**config.mk**
```make
export PLATFORM = sky130hd
export DESIGN_NAME = otps_sequencer
export DESIGN_NICKNAME = d
export VERILOG_FILES = /design/src/otps_pkg.sv /design/src/otps_sequencer.sv /design/src/otps_timer.sv
export VERILOG_INCLUDE_DIRS = /design/src
export SDC_FILE = /design/constraint.sdc
export NUM_CORES = 1
export LEC_CHECK = 0
export BUFFER_PORTS_ARGS = -buffer_cell sky130_fd_sc_hd__buf_2
export CAP_MARGIN = 20
export CORE_MARGIN = 3
export CORE_UTILIZATION = 30
export DETAILED_ROUTE_END_ITERATION = 16
export GPL_TIMING_DRIVEN = 0
export SYNTH_ARGS = -nofsm -noshare
export SYNTH_HDL_FRONTEND = slang
export SYNTH_SLANG_ARGS = --single-unit
```
**constraint.sdc**
```tcl
create_clock -name clk -period 11.8 [get_ports clk]
set_clock_uncertainty 0.05 [all_clocks]
set_input_delay 0.59 -clock clk [delete_from_list [all_inputs] [get_ports clk]]
set_output_delay 0.59 -clock clk [all_outputs]
set_load 0.05 [all_outputs]
```
**src/otps_defines.svh**
```systemverilog
`ifndef OTPS_DEFINES_SVH
`define OTPS_DEFINES_SVH

// Array geometry
`define OTPS_ADDR_W 13
`define OTPS_DATA_W 8
`define OTPS_ERASED_BYTE 8'hFF

// Pulse limits
`define OTPS_FAST_MAX_PULSES 25
`define OTPS_SHORT_MAX_PULSES 10
`define OTPS_FINAL_FACTOR 3

// Times in ns, and the same rounded up to clock cycles
`define OTPS_CLK_PERIOD_NS 25
`define OTPS_PRIME_NS 1000000
`define OTPS_SHORT_NS 100000
`define OTPS_SETUP_NS 2000
`define OTPS_PRIME_CYC ((`OTPS_PRIME_NS + `OTPS_CLK_PERIOD_NS - 1) / `OTPS_CLK_PERIOD_NS)
`define OTPS_SHORT_CYC ((`OTPS_SHORT_NS + `OTPS_CLK_PERIOD_NS - 1) / `OTPS_CLK_PERIOD_NS)
`define OTPS_SETUP_CYC ((`OTPS_SETUP_NS + `OTPS_CLK_PERIOD_NS - 1) / `OTPS_CLK_PERIOD_NS)

`endif

```
**src/otps_pkg.sv**
```systemverilog
package otps_pkg;
    `include "otps_defines.svh"

    typedef enum logic [8:0] {
        OTPS_IDLE = 9'h001,
        OTPS_SETUP = 9'h002,
        OTPS_PULSE = 9'h004,
        OTPS_VSET = 9'h008,
        OTPS_VSAMP = 9'h010,
        OTPS_FINAL = 9'h020,
        OTPS_RSET = 9'h040,
        OTPS_RSAMP = 9'h080,
        OTPS_DONE = 9'h100
    } otps_state_e;

    typedef struct packed {
        logic chipSelect_n;
        logic outputSelect_n;
        logic writeStrobe_n;
        logic [`OTPS_ADDR_W-1:0] byteAddressLines;
    } otps_pins_s;

    typedef struct packed {
        logic done;
        logic fail;
        logic readMatch;
        logic [`OTPS_DATA_W-1:0] readData;
    } otps_result_s;
endpackage

```
**src/otps_sequencer.sv**
```systemverilog
`timescale 1ns/1ps
`include "otps_defines.svh"

// What this block does
// - Each transfer moves one eight-bit byte on the data lines.
// - Address and data stand stable before the write strobe falls.
// - Every write strobe pulse is active low, high-low-high.
// - Whole array or single bytes may be programmed in any order.
// - Long-pulse mode verifies the byte after every prime pulse.
// - Long-pulse mode retries 1 ms prime pulses, at most 25 per byte.
// - After pass at X prime pulses, apply one final pulse of 3X.
// - Short-pulse mode verifies after each 100 us pulse; fails after ten.
// - A read command reads back one byte and checks it against cmdData.
module otps_sequencer
    import otps_pkg::*;
#(
    parameter int ADDR_W = `OTPS_ADDR_W,
    parameter int DATA_W = `OTPS_DATA_W,
    parameter int PRIME_CYC = `OTPS_PRIME_CYC,
    parameter int SHORT_CYC = `OTPS_SHORT_CYC,
    parameter int SETUP_CYC = `OTPS_SETUP_CYC
) (
    // Clock and reset
    input wire logic clk,
    input wire logic reset_n,
    // Command
    input wire logic cmdProgram,
    input wire logic cmdRead,
    input wire logic shortMode,
    input wire logic [ADDR_W-1:0] cmdAddress,
    input wire logic [DATA_W-1:0] cmdData,
    output logic cmdReady,
    // Result
    output otps_result_s result,
    output logic [4:0] pulseCount,
    // Device pins
    output otps_pins_s pins,
    input wire logic [DATA_W-1:0] programmer_data_lines_in,
    output logic [DATA_W-1:0] programmer_data_lines_out,
    output logic programmer_data_lines_oe_n
);
    localparam int CNT_W = 24;
    localparam logic [4:0] FAST_MAX = 5'(`OTPS_FAST_MAX_PULSES);
    localparam logic [4:0] SHORT_MAX = 5'(`OTPS_SHORT_MAX_PULSES);

    otps_state_e state;
    otps_state_e next_state;
    logic [ADDR_W-1:0] address;
    logic [DATA_W-1:0] wantData;
    logic isShort;
    logic [DATA_W-1:0] dataSync1;
    logic [DATA_W-1:0] dataSync2;
    logic timerStart;
    logic [CNT_W-1:0] timerLength;
    logic timerBusy;
    logic timerExpired;
    logic match;
    logic finalPending;

    // ------------------------------------------------------------
    // Input synchroniser
    // ------------------------------------------------------------
    always_ff @(posedge clk or negedge reset_n) begin
        if (!reset_n) begin
            dataSync1 <= '0;
            dataSync2 <= '0;
        end else begin
            dataSync1 <= programmer_data_lines_in;
            dataSync2 <= dataSync1;
        end
    end

    function automatic logic [CNT_W-1:0] pulseLen(input logic shortSel, input logic [4:0] n, input logic fin);
        logic [CNT_W-1:0] unit;
        unit = shortSel ? CNT_W'(SHORT_CYC) : CNT_W'(PRIME_CYC);
        pulseLen = fin ? CNT_W'(unit * n * `OTPS_FINAL_FACTOR) : unit;
    endfunction

    assign match = (dataSync2 == wantData);

    // ------------------------------------------------------------
    // Pulse timer
    // ------------------------------------------------------------
    otps_timer #(.CNT_W(CNT_W)) uTimer (
        .clk(clk),
        .reset_n(reset_n),
        .start(timerStart),
        .length(timerLength),
        .busy(timerBusy),
        .expired(timerExpired)
    );

    // ------------------------------------------------------------
    // State machine
    // ------------------------------------------------------------
    always_comb begin
        next_state = state;
        timerStart = 1'b0;
        timerLength = CNT_W'(SETUP_CYC);
        case (state)
            OTPS_IDLE: begin
                if (cmdProgram || cmdRead) begin
                    timerStart = 1'b1;
                    next_state = cmdProgram ? OTPS_SETUP : OTPS_RSET;
                end
            end
            OTPS_SETUP: begin
                if (timerExpired) begin
                    timerStart = 1'b1;
                    timerLength = pulseLen(isShort, pulseCount, finalPending);
                    next_state = finalPending ? OTPS_FINAL : OTPS_PULSE;
                end
            end
            OTPS_PULSE: begin
                if (timerExpired) begin
                    timerStart = 1'b1;
                    next_state = OTPS_VSET;
                end
            end
            OTPS_VSET: begin
                if (timerExpired) begin
                    next_state = OTPS_VSAMP;
                end
            end
            OTPS_VSAMP: begin
                if (match && isShort) begin
                    next_state = OTPS_DONE;
                end else if (!match && pulseCount >= (isShort ? SHORT_MAX : FAST_MAX)) begin
                    next_state = OTPS_DONE;
                end else begin
                    // Every pulse, final included, gets a fresh data setup
                    timerStart = 1'b1;
                    next_state = OTPS_SETUP;
                end
            end
            OTPS_FINAL: begin
                if (timerExpired) begin
                    next_state = OTPS_DONE;
                end
            end
            OTPS_RSET: begin
                if (timerExpired) begin
                    next_state = OTPS_RSAMP;
                end
            end
            OTPS_RSAMP: next_state = OTPS_DONE;
            OTPS_DONE: next_state = OTPS_IDLE;
            default: next_state = OTPS_IDLE;
        endcase
    end

    always_ff @(posedge clk or negedge reset_n) begin
        if (!reset_n) begin
            state <= OTPS_IDLE;
        end else begin
            state <= next_state;
        end
    end

    assign cmdReady = (state == OTPS_IDLE);

    // ------------------------------------------------------------
    // Command capture and pulse counter
    // ------------------------------------------------------------
    always_ff @(posedge clk or negedge reset_n) begin
        if (!reset_n) begin
            address <= '0;
            wantData <= `OTPS_ERASED_BYTE;
            isShort <= 1'b0;
        end else if (state == OTPS_IDLE && (cmdProgram || cmdRead)) begin
            address <= cmdAddress;
            wantData <= cmdData;
            isShort <= shortMode;
        end
    end

    always_ff @(posedge clk or negedge reset_n) begin
        if (!reset_n) begin
            finalPending <= 1'b0;
        end else if (state == OTPS_VSAMP || state == OTPS_FINAL) begin
            finalPending <= (state == OTPS_VSAMP) && match && !isShort;
        end
    end

    always_ff @(posedge clk or negedge reset_n) begin
        if (!reset_n) begin
            pulseCount <= '0;
        end else if (state == OTPS_IDLE && cmdProgram) begin
            pulseCount <= 5'h00;
        end else if (state != OTPS_PULSE && next_state == OTPS_PULSE) begin
            pulseCount <= pulseCount + 5'h01;
        end
    end

    always_ff @(posedge clk or negedge reset_n) begin
        if (!reset_n) begin
            result <= '0;
        end else if (state == OTPS_IDLE && (cmdProgram || cmdRead)) begin
            result <= '0;
        end else if (state == OTPS_VSAMP) begin
            result.readData <= dataSync2;
            result.readMatch <= match;
            result.fail <= !match && pulseCount >= (isShort ? SHORT_MAX : FAST_MAX);
            result.done <= (match && isShort) || (!match && pulseCount >= (isShort ? SHORT_MAX : FAST_MAX));
        end else if (state == OTPS_FINAL && timerExpired) begin
            result.done <= 1'b1;
        end else if (state == OTPS_RSAMP) begin
            result.readData <= dataSync2;
            result.readMatch <= match;
            result.done <= 1'b1;
        end
    end

    // ------------------------------------------------------------
    // Pin drive
    // ------------------------------------------------------------
    always_ff @(posedge clk or negedge reset_n) begin
        if (!reset_n) begin
            pins <= {1'b1, 1'b1, 1'b1, {ADDR_W{1'b0}}};
            programmer_data_lines_out <= '0;
            programmer_data_lines_oe_n <= 1'b1;
        end else begin
            pins.byteAddressLines <= address;
            programmer_data_lines_out <= wantData;
            case (next_state)
                OTPS_SETUP, OTPS_PULSE, OTPS_FINAL: begin
                    pins.chipSelect_n <= 1'b0;
                    pins.outputSelect_n <= 1'b1;
                    pins.writeStrobe_n <= !(next_state != OTPS_SETUP);
                    programmer_data_lines_oe_n <= 1'b0;
                end
                OTPS_VSET, OTPS_VSAMP, OTPS_RSET, OTPS_RSAMP: begin
                    pins.chipSelect_n <= 1'b0;
                    pins.outputSelect_n <= 1'b0;
                    pins.writeStrobe_n <= 1'b1;
                    programmer_data_lines_oe_n <= 1'b1;
                end
                default: begin
                    pins.chipSelect_n <= 1'b1;
                    pins.outputSelect_n <= 1'b1;
                    pins.writeStrobe_n <= 1'b1;
                    programmer_data_lines_oe_n <= 1'b1;
                end
            endcase
        end
    end
endmodule

```
**src/otps_timer.sv**
```systemverilog
`timescale 1ns/1ps
`include "otps_defines.svh"

module otps_timer
    import otps_pkg::*;
#(
    parameter int CNT_W = 24
) (
    // Clock and reset
    input wire logic clk,
    input wire logic reset_n,
    // Control
    input wire logic start,
    input wire logic [CNT_W-1:0] length,
    output logic busy,
    output logic expired
);
    logic [CNT_W-1:0] count;

    always_ff @(posedge clk or negedge reset_n) begin
        if (!reset_n) begin
            count <= '0;
        end else if (start) begin
            count <= length;
        end else if (count != '0) begin
            count <= count - 1'b1;
        end
    end

    assign busy = (count != '0);
    assign expired = (count == {{(CNT_W-1){1'b0}}, 1'b1});
endmodule

```
After elaboration in Yosys (flattened, before gate mapping)
Index checks and enable logic that the tools add are counted.
{"block": "word_totals", "register_bits": 113, "inputBits": 34, "output_inout_bits": 42, "wordCells": 103}
{"block": "classes", "add_sub_neg": 2, "multipliers": 2, "order_cmp": 1, "eq_ne": 20, "muxes": 35, "reduce_logical": 24}
{"op": "$mux W9", "count": 11}
{"op": "$pmux W9 S8", "count": 1}
{"op": "$mux W23", "count": 3}
{"op": "$mux W24", "count": 2}
{"op": "$eq A24 B1 Y1 const B", "count": 1}
{"op": "$reduce_bool A24 Y1", "count": 1}
{"op": "$sub A24 B1 Y24 const B", "count": 1}
{"op": "$mul A21 B2 Y23 const B", "count": 1}
{"op": "$mul A16 B5 Y21", "count": 1}
{"op": "$eq A9 B2 Y1 const B", "count": 2}
{"op": "$eq A9 B3 Y1 const B", "count": 2}
{"op": "$eq A9 B4 Y1 const B", "count": 2}
{"op": "$eq A9 B5 Y1 const B", "count": 2}
{"op": "$eq A9 B6 Y1 const B", "count": 2}
{"op": "$eq A9 B7 Y1 const B", "count": 2}
{"op": "$eq A9 B8 Y1 const B", "count": 2}
{"op": "$mux W16", "count": 1}
{"op": "$mux W5", "count": 3}
{"op": "$mux W11", "count": 1}
{"op": "$eq A9 B1 Y1 const B", "count": 1}
{"op": "$mux W1", "count": 9}
{"op": "$ne A9 B2 Y1 const B", "count": 1}
{"op": "$ne A9 B3 Y1 const B", "count": 1}
{"op": "$eq A8 B8 Y1", "count": 1}
{"op": "other kinds (17)", "count": 30}

Logic depth before layout (Yosys ltp)
Gate-level depths: netlist of the first run.
{"block": "depth", "word_depth": 10, "ltp_mapped": 26}

Hierarchy
A second synthesis of the first run with hierarchy kept.
{"block": "hier_totals", "cells_unflattened": 682, "area_unflattened_um2": 6991.7}
{"module": "otps_sequencer", "n_inst": 1, "cells_per_inst": 522, "area_per_inst_um2": 5435.2, "seq_area_each_um2": 2243.4}
{"module": "otps_timer", "n_inst": 1, "cells_per_inst": 160, "area_per_inst_um2": 1556.5, "seq_area_each_um2": 600.6}

Worst setup path after synthesis of the first run
Ideal clock, no wire load.
{"block": "synth_timing", "path_type": "reg-to-reg", "startpoint": "register pulseCount[3]", "endpoint": "register uTimer.count[20]", "setup_time_ns": 0.128, "t_arrival_ns": 5.498, "slack_ns": 6.123, "stages_incl_launch_ff": 24, "path_buffers": 1, "cell_sequence": "dfrtp_1 > clkbuf_1 > inv_1 > nor2_1 > a21o_1 > ha_1 > inv_1 > fa_1 > fa_1 > inv_1 > ha_1 > nor2b_1 > o2111ai_1 > and3_1 > nor3b_2 > o21a_1 > o21a_1 > nor2_1 > ha_1 > inv_1 > o41ai_2 > a31oi_1 > a211oi_1 > o31ai_1"}
{"block": "synth_between", "elab_chain_len": 6, "elab_cells_between_ends": 12, "classes_between": "2 x mul; 1 x order compare; 7 x mux; 2 x reduce/logical"}
{"element": "start, declared", "line": "otps_sequencer.sv:35", "source": "output logic [4:0] pulseCount,"}
{"element": "start signal, assigned", "line": "otps_sequencer.sv:191", "source": "pulseCount <= pulseCount + 5'h01;"}
{"element": "$mul A16 B5 Y21 / $ge A5 B5 Y1 (equally long branches)", "line": "otps_sequencer.sv:76, otps_sequencer.sv:128"}
{"element": "$mul A21 B2 Y23 (no source line) / $logic_and A1 B1 Y1 (equally long branches)"}
{"element": "$mux W23 / $mux W1 (equally long branches)", "line": "otps_sequencer.sv:76, otps_sequencer.sv:128"}
{"element": "$mux W23 / $mux W1 (equally long branches)", "line": "otps_sequencer.sv:108, otps_sequencer.sv:126"}
{"element": "$mux W23 / $pmux W1 S3 (equally long branches)", "line": "otps_sequencer.sv:100", "source": "case (state)"}
{"element": "$mux W24 / $reduce_bool A2 Y1 (equally long branches)"}
{"element": "end signal, assigned", "line": "otps_timer.sv:24", "source": "count <= length;"}
{"element": "end signal, assigned", "line": "otps_timer.sv:26", "source": "count <= count - 1'b1;"}
{"element": "end, declared", "line": "otps_timer.sv:18", "source": "logic [CNT_W-1:0] count;"}
Parallel ways exist; a longest one is shown, timed or not.
A chain may end at the register's enable or synchronous reset.

Worst setup path after layout of the first run
{"block": "layout_timing", "startpoint": "register isShort", "endpoint": "register uTimer.count[21]"}
{"block": "layout_between", "elab_chain_len": 7, "elab_cells_between_ends": 15, "classes_between": "2 x mul; 1 x order compare; 9 x mux; 3 x reduce/logical"}
{"element": "start, declared", "line": "otps_sequencer.sv:50", "source": "logic isShort;"}
{"element": "start signal, assigned", "line": "otps_sequencer.sv:173", "source": "isShort <= shortMode;"}
{"element": "$mux W16 / $mux W5 (equally long branches)", "line": "otps_sequencer.sv:75, otps_sequencer.sv:128"}
{"element": "$mul A16 B5 Y21 / $ge A5 B5 Y1 (equally long branches)", "line": "otps_sequencer.sv:76, otps_sequencer.sv:128"}
{"element": "$mul A21 B2 Y23 (no source line) / $logic_and A1 B1 Y1 (equally long branches)"}
{"element": "$mux W23 / $mux W1 (equally long branches)", "line": "otps_sequencer.sv:76, otps_sequencer.sv:128"}
{"element": "$mux W23 / $mux W1 (equally long branches)", "line": "otps_sequencer.sv:108, otps_sequencer.sv:126"}
{"element": "$mux W23 / $pmux W1 S3 (equally long branches)", "line": "otps_sequencer.sv:100"}
{"element": "$mux W24 / $reduce_bool A2 Y1 (equally long branches)"}
Parallel ways exist; a longest one is shown, timed or not.

==> run summary, run 1 <==
Antenna cell count = 0
Post-DR wirelength/cell = 14.5 µm
WS Path Type = reg -> reg
Clock buffer depth = 2
Layout Utilization = 36.9%
Final nets = 866
Setup Buffers After CTS = 0
First-pass GRT wire length = 25100 µm
Critical Path AT = 6410 ps
Root Driver = clkbuf_16
Worst-path fanout max = 10
Final Hold Viols = 0
Initial Util = 31.0%
Synth Register Bits = 113
Peak supply drop = 190 µV
Outcome = finished clean
Placement Cell Area = 7600 µm²
Layout cell share with drive strength beyond 1 = 21.9%
Flop2flop setup slack = 5630 ps
Setup crit end kind = flip-flop
Hold_buf cts = 0
Vias in the first global route = 5067
Post-layout min period = 6170 ps
GR met1 Demand/Resource = 17.8%
RSZ-0062 raised after global routing = false
Fin crit share = 52.3%
Port Buffers = 75
GRT busiest layer = met2
Met2 usage = 19.2%
Worst EP required = 12040 ps
Vias/cell = 4.78
Ys flop type = dfrtp_1
RePlAce Congestion = 0.847
Rows = 54
Initial antenna violation count = 0
Sequential area share after synthesis = 41.6%
P&R area growth vs syn = 19.1%
Pin count of the biggest net entering global routing = 66
Number of gates resized after cts = 0
Share of the synthesized area in the top cell type = 36.6%
YS warnings = 0
Leakage = 4.05 nW
Hold_ws = 149 ps
Worst-Margin Slew = 720 ps
Syn nets = 771
Setup TNS = 0 ps
Count leader, synth = dfrtp_1
Core Area = 22100 µm²
Area leader, netlist = dfrtp_1
Die area = 24700 µm²
DRC viols = 0
Worst slew margin = 51.5%
Die Y = 157 µm
Worst-path clk slew = 50 ps
Cell variety after synth = 70
Final total power = 1.55 mW
Hold/Removal Path Class = in -> async
Mapped Area = 6840 µm²
Startpoint Class = flip-flop
Footprint of the multi-input gates = 3720 µm²
Post-DP HPWL = 11700 µm
CTS tree = built
Antenna viol nets, final = 0
CTS H-Tree Depth = 4
EDFF count, synth = 0
Fraction of registers with async set/reset = 100%
Cells after DPL = 1027
Drt total wl = 15300 µm
Chip width = 157 µm
Total CTS buffers = 17
Fmax = 0.162 GHz
Max_cap viols = 0
CTS Sinks = 113
Worst slack at placement = 5720 ps
Post-synth top cells = dfrtp_1, nor2_1, inv_1, ha_1, nand2_1
Worst-Skew Late Latency = 410 ps
Tot GR Track Use = 12.6%
Fillers = 2164
GR Util met3 = 3.02%
Synth area leaders = dfrtp_1, ha_1, dfstp_2
Final Worst Setup Slack = 5630 ps
DR vias = 5052
# setup viols final = 0
Boundary pin count = 76
Final slew viol count = 0
Syn Inst Count = 671
Final Non-Filler Cells = 1058
Post-route cell area = 8150 µm²
Total congestion overflow = 0
Mapped Avg Cell Area = 10.2 µm²
DRT Pass-1 Iters = 5
Initial DRC count = 236
Pwr dens = 190 nW/µm²
Sequential cell area = 2840 µm²
[layer usage]
metal | up-vias | routed length, µm | share of wire, %
li1 | 2527 | - | -
met1 | 2424 | 7600 | 50
met2 | 90 | 7020 | 46
met3 | 11 | 534 | 3.5
met4 | 0 | 136 | 0.89
met5 | - | 0 | 0
[cell type report]
cell class	instances	area share (%)
clock buffer	26	6.13
multi-input combinational	486	45.6
sequential	113	34.9
clock inverter	5	0.645
inverter	54	2.49
buffer	18	0.982
timing repair buffer	76	4.97
tap	280	4.30
[registers in the layout, summed over array words and instances (netlist names), 5 cells and up]
| name | flops |
|---|---|
| dataSync2 | 8 |
| result | 11 |
| uTimer.count | 24 |
| pins | 16 |
| state | 9 |
| programmer_data_lines_out | 8 |
| pulseCount | 5 |
| dataSync1 | 8 |
| address | 13 |
| wantData | 8 |
[cells in the final DEF (no fill, tap or decap), types with 21 or more instances in the layout]
cell type and n:
a21oi_1 32, inv_1 54, xor2_1 26, buf_2 79, xnor2_1 33, dfrtp_1 100
o21ai_0 21, nand2_1 41, ha_1 51, mux2_2 21, nor2_1 68
[cell families (layout without fill, tap and decap cells)]
family,after synthesis,after routing,synth area share (%)
AOI/OAI and AO/OA,123,123,12.4
xor gates and xnor gates,59,59,7.55
adders and majority gates,66,66,13.7
buffers and inverters,72,179,4.13
DFF,113,113,41.6
muxes,31,31,4.92
other,1,1,0.0548
and+or+nand+nor,206,206,15.7
[worst paths after layout]
check | from | endpoint | depth (start not counted)
worst max-delay path | isShort | uTimer.count[21] | 24
worst min-delay path | reset_n | address[9] | 1
worst max register to register | isShort | uTimer.count[21] | 24
worst min register to register | dataSync1[5] | dataSync2[5] | 0
max in group asynchronous | reset_n | wantData[4] | 2
min in group clk | programmer_data_lines_in[4] | dataSync1[4] | 1
[power by group]
| group | switching [mW] | leakage [nW] | internal (mW) |
|---|---|---|---|
| registers | 0.0651 | 1.40 | 0.507 |
| clock network | 0.165 | 0.270 | 0.309 |
| logic | 0.342 | 2.38 | 0.161 |
| total | 0.572 | 4.05 | 0.977 |
[critical path: stages, from the launching register on]
cell       delay (ps)
dfrtp_1           520
clkbuf_1          390
nand2_1           180
xnor2_1           170
ha_1              300
fa_1              500
inv_1              50
fa_1              490
inv_1              40
ha_1              270
clkbuf_1          280
o2111ai_1         200
and3_1            210
nor3b_2           500
o21a_1            200
o21a_1            130
o21ai_0            80
nand2b_1          120
xnor2_1           140
ha_1              250
nor3_1            330
inv_1              70
a211oi_1          290
mux2i_1           230
nand2_1            60
Power figures use the tool's default switching activity.
==> run 2, diff against run 1 <==
Settings changed: ABC_AREA from default to 1.
Clock period 11.8 ns to 6.2 ns, I/O delays scaled along.
==> run 2 against run 1 <==
  * Core utilization rose by 0.29 points
  * Critical endpoint is now uTimer.count[20]
  * Critical path depth rose by 4
  * Combinational power rose to 3.0 times the previous value
  * Die area rose by 5.8%
==> run summary, run 2 <==
Seq pwr share = 31.8% (was 36.9%)
Total CTS buffers = 17 (unchanged)
Mux contribution to synthesized area = 2.02% (was 4.92%)
Initial DRC count = 335 (was 236)
Commonest non-fill, non-tap cell in the layout = nand2_1 (was dfrtp_1)
Synth Area in Simple Gates = 23.3% (was 15.7%)
Logic gate share of total power = 40.5% (was 32.5%)
Outcome = finished clean (unchanged)
Crit path max-delay family = adder cells (unchanged)
Vias in the first global route = 6033 (was 5067)
Bufs and invs on worst path = 5 (unchanged)
Worst-Margin Slew = 630 ps (was 720 ps)
EDFF count, synth = 0 (unchanged)
Tot GR Track Use = 13.5% (was 12.6%)
Total congestion overflow = 0 (unchanged)
Setup TNS = 0 ps (unchanged)
Count leader, synth = nand2_1 (was dfrtp_1)
Final Worst Setup Slack = 514 ps (was 5630 ps)
Mapped Avg Cell Area = 8.20 µm² (was 10.2 µm²)
Adder-Cell Fraction of Synth Area = 12.9% (was 13.7%)
Startpoint Class = flip-flop (unchanged)
Post-layout min period = 5690 ps (was 6170 ps)
Pwr dens = 418 nW/µm² (was 190 nW/µm²)
Worst stage delay on the critical path = 510 ps (was 520 ps)
WS Path Type = reg -> reg (unchanged)
CTS H-Tree Depth = 4 (unchanged)
Final Non-Filler Cells = 1321 (was 1058)
Synth Register Bits = 113 (unchanged)
Post-DR wirelength/cell = 12.7 µm (was 14.5 µm)
Layout cell share with drive strength beyond 1 = 17.6% (was 21.9%)
Most frequent cells in the layout = nand2_1, inv_1, dfrtp_1, buf_2, nor2_1 (was dfrtp_1, buf_2, nor2_1, inv_1, ha_1)
Clock buffer depth = 2 (unchanged)
Core Area = 23600 µm² (was 22100 µm²)
Final Hold Viols = 0 (unchanged)
Synth Area in XOR/XNOR = 3.62% (was 7.55%)
Top flop regs = uTimer.count x24, pins x16, address x13 (unchanged)
Syn Inst Count = 885 (was 671)
Final total power = 3.67 mW (was 1.55 mW)
P_int = 2.12 mW (was 0.977 mW)
Cells after DPL = 1280 (was 1027)
Peak supply drop = 333 µV (was 190 µV)
Worst-path fanout max = 10 (unchanged)
Pin count of the biggest net entering global routing = 80 (was 66)
Post-DP HPWL = 13100 µm (was 11700 µm)
Biggest register = uTimer.count (unchanged)
Largest family of logic cells by synthesized area = simple AND/OR/NAND/NOR gates (unchanged)
RePlAce Congestion = 0.902 (was 0.847)
Post-synth top cells = nand2_1, inv_1, dfrtp_1, nor2_1, a21oi_1 (was dfrtp_1, nor2_1, inv_1, ha_1, nand2_1)
Mapped Area = 7260 µm² (was 6840 µm²)
Initial Util = 30.7% (was 31.0%)
Initial antenna violation count = 0 (unchanged)
Max reg flops = 24 (unchanged)
Chip width = 162 µm (was 157 µm)
YS warnings = 0 (unchanged)
Final slew viol count = 0 (unchanged)
CTS Sinks = 113 (unchanged)
Fin crit share = 91.7% (was 52.3%)
Sequential area share after synthesis = 39.2% (was 41.6%)
Worst slew margin = 57.8% (was 51.5%)
Antenna cell count = 0 (unchanged)
Final nets = 1089 (was 866)
Worst slack at placement = 415 ps (was 5720 ps)
Vias/cell = 4.59 (was 4.78)
CTS tree = built (unchanged)
Worst-path clk slew = 60 ps (was 50 ps)
Hold/Removal Path Class = in -> reg (was in -> async)
Antenna viol nets, final = 0 (unchanged)
Worst EP required = 6490 ps (was 12040 ps)
First-pass GRT wire length = 28700 µm (was 25100 µm)
RSZ-0062 raised after global routing = false (unchanged)
Fraction of registers with async set/reset = 100% (unchanged)
Crit-path slowest cell = fa_1 (was dfrtp_1)
Synth area leaders = dfrtp_1, nand2_1, ha_1 (was dfrtp_1, ha_1, dfstp_2)
Port Buffers = 75 (unchanged)
Ys flop type = dfrtp_1 (unchanged)
Cell variety after synth = 54 (was 70)
Leakage = 4.58 nW (was 4.05 nW)
Critical Path AT = 5970 ps (was 6410 ps)
Fmax = 0.176 GHz (was 0.162 GHz)
Most used cell along the critical path = nand2_1
Post-synthesis compound-gate area fraction = 10.7% (was 12.4%)
DRC viols = 0 (unchanged)
Area leader, netlist = dfrtp_1 (unchanged)
Die area = 26100 µm² (was 24700 µm²)
DRT Pass-1 Iters = 5 (unchanged)
Die Y = 162 µm (was 157 µm)
P&R area growth vs syn = 21.0% (was 19.1%)
Boundary pin count = 76 (unchanged)
Max_cap viols = 0 (unchanged)
Clk pwr share = 27.8% (was 30.6%)
Sw Share = 42.3% (was 36.9%)
DR vias = 6059 (was 5052)
Root Driver = clkbuf_16 (unchanged)
# setup viols final = 0 (unchanged)
Rows = 56 (was 54)
Share of the synthesized area in the top cell type = 34.5% (was 36.6%)
Drt total wl = 16800 µm (was 15300 µm)
Worst-Skew Late Latency = 420 ps (was 410 ps)
Syn nets = 985 (was 771)
Sw Pwr = 1.55 mW (was 0.572 mW)
Setup crit end kind = flip-flop (unchanged)
run 2: changes by cell type in the layout (fill, tap and decap cells not counted), sizes merged, moves of 16 or more:
cell   before  now
nand3       9   56
inv        54  148
o21ai      22   43
nor2       70   86
xnor2      33   13
a21oi      32   61
nand2      41  176
run 2: routing by layer:
metal | GRT usage, % | share of wire, % | up-vias
li1 | - | - | 3086
met4 | 3.44 | 1.0 | 0
met5 | 0 | 0 | -
met2 | 21.6 | 47 | 103
met3 | 4.13 | 4.7 | 19
met1 | 17.7 | 47 | 2851
run 2: layout make-up:
type / count / area [µm²]
Clock inverter: 11 / 153
Sequential cell: 113 / 2840
Timing Repair Buffer: 85 / 499
Clock buffer: 21 / 470
Buffer: 9 / 45.0
Tap cell: 319 / 399
Fill cell: 2451 / 14800
Multi-Input combinational cell: 616 / 3820
Inverter: 147 / 552
run 2: timing repair:
action	CTS	global route
setup endpoints to repair	0	4
buffers inserted	0	0
resized for setup	0	2
hold endpoints to repair	41	0
hold buffers	9	0
run 2: kinds of logic (layout without fill, tap and decap cells):
group / after synthesis / in the layout
other: 1 / 1
buffers and inverters: 156 / 273
AOI/OAI and AO/OA: 136 / 136
DFF: 113 / 113
muxes: 13 / 13
and+or+nand+nor: 370 / 370
adders and majority gates: 66 / 66
xor gates and xnor gates: 30 / 30
run 2: tightest hold or removal path, stage by stage:
cell,delay (ps)
buf_2,90
nor2_1,90
a21oi_1,40
run 2: final timing paths:
kind,from,slack [ps],to,cells past startpoint
max,isShort,510,uTimer.count[20],28
min,cmdData[0],70,wantData[0],3
max reg2reg,isShort,510,uTimer.count[20],28
min reg2reg,dataSync1[5],300,dataSync2[5],0
max in group asynchronous,reset_n,5060,wantData[6],3
min in group asynchronous,reset_n,330,pins[6],2
run 2: metrics by stage:
stage | hold WS (ps) | area [µm²] | util [%]
floorplan | -35.6 | 7260 | -
global placement | 283 | 8030 | 34.0
detailed placement | 189 | 8060 | 34.2
CTS | 54.8 | 8780 | 37.2
global route | 64.5 | 8780 | 37.2
finish | 69.8 | 8780 | 37.2
run 2: power groups by stage:
| stage | clock network (mW) | logic (mW) | registers (mW) |
|---|---|---|---|
| floorplan | 0 | 0.784 | 1.50 |
| global placement | 0 | 1.48 | 1.17 |
| detailed placement | 0 | 1.48 | 1.18 |
| CTS | 1.04 | 1.50 | 1.17 |
| global route | 1.07 | 1.64 | 1.21 |
| finish | 1.02 | 1.49 | 1.17 |
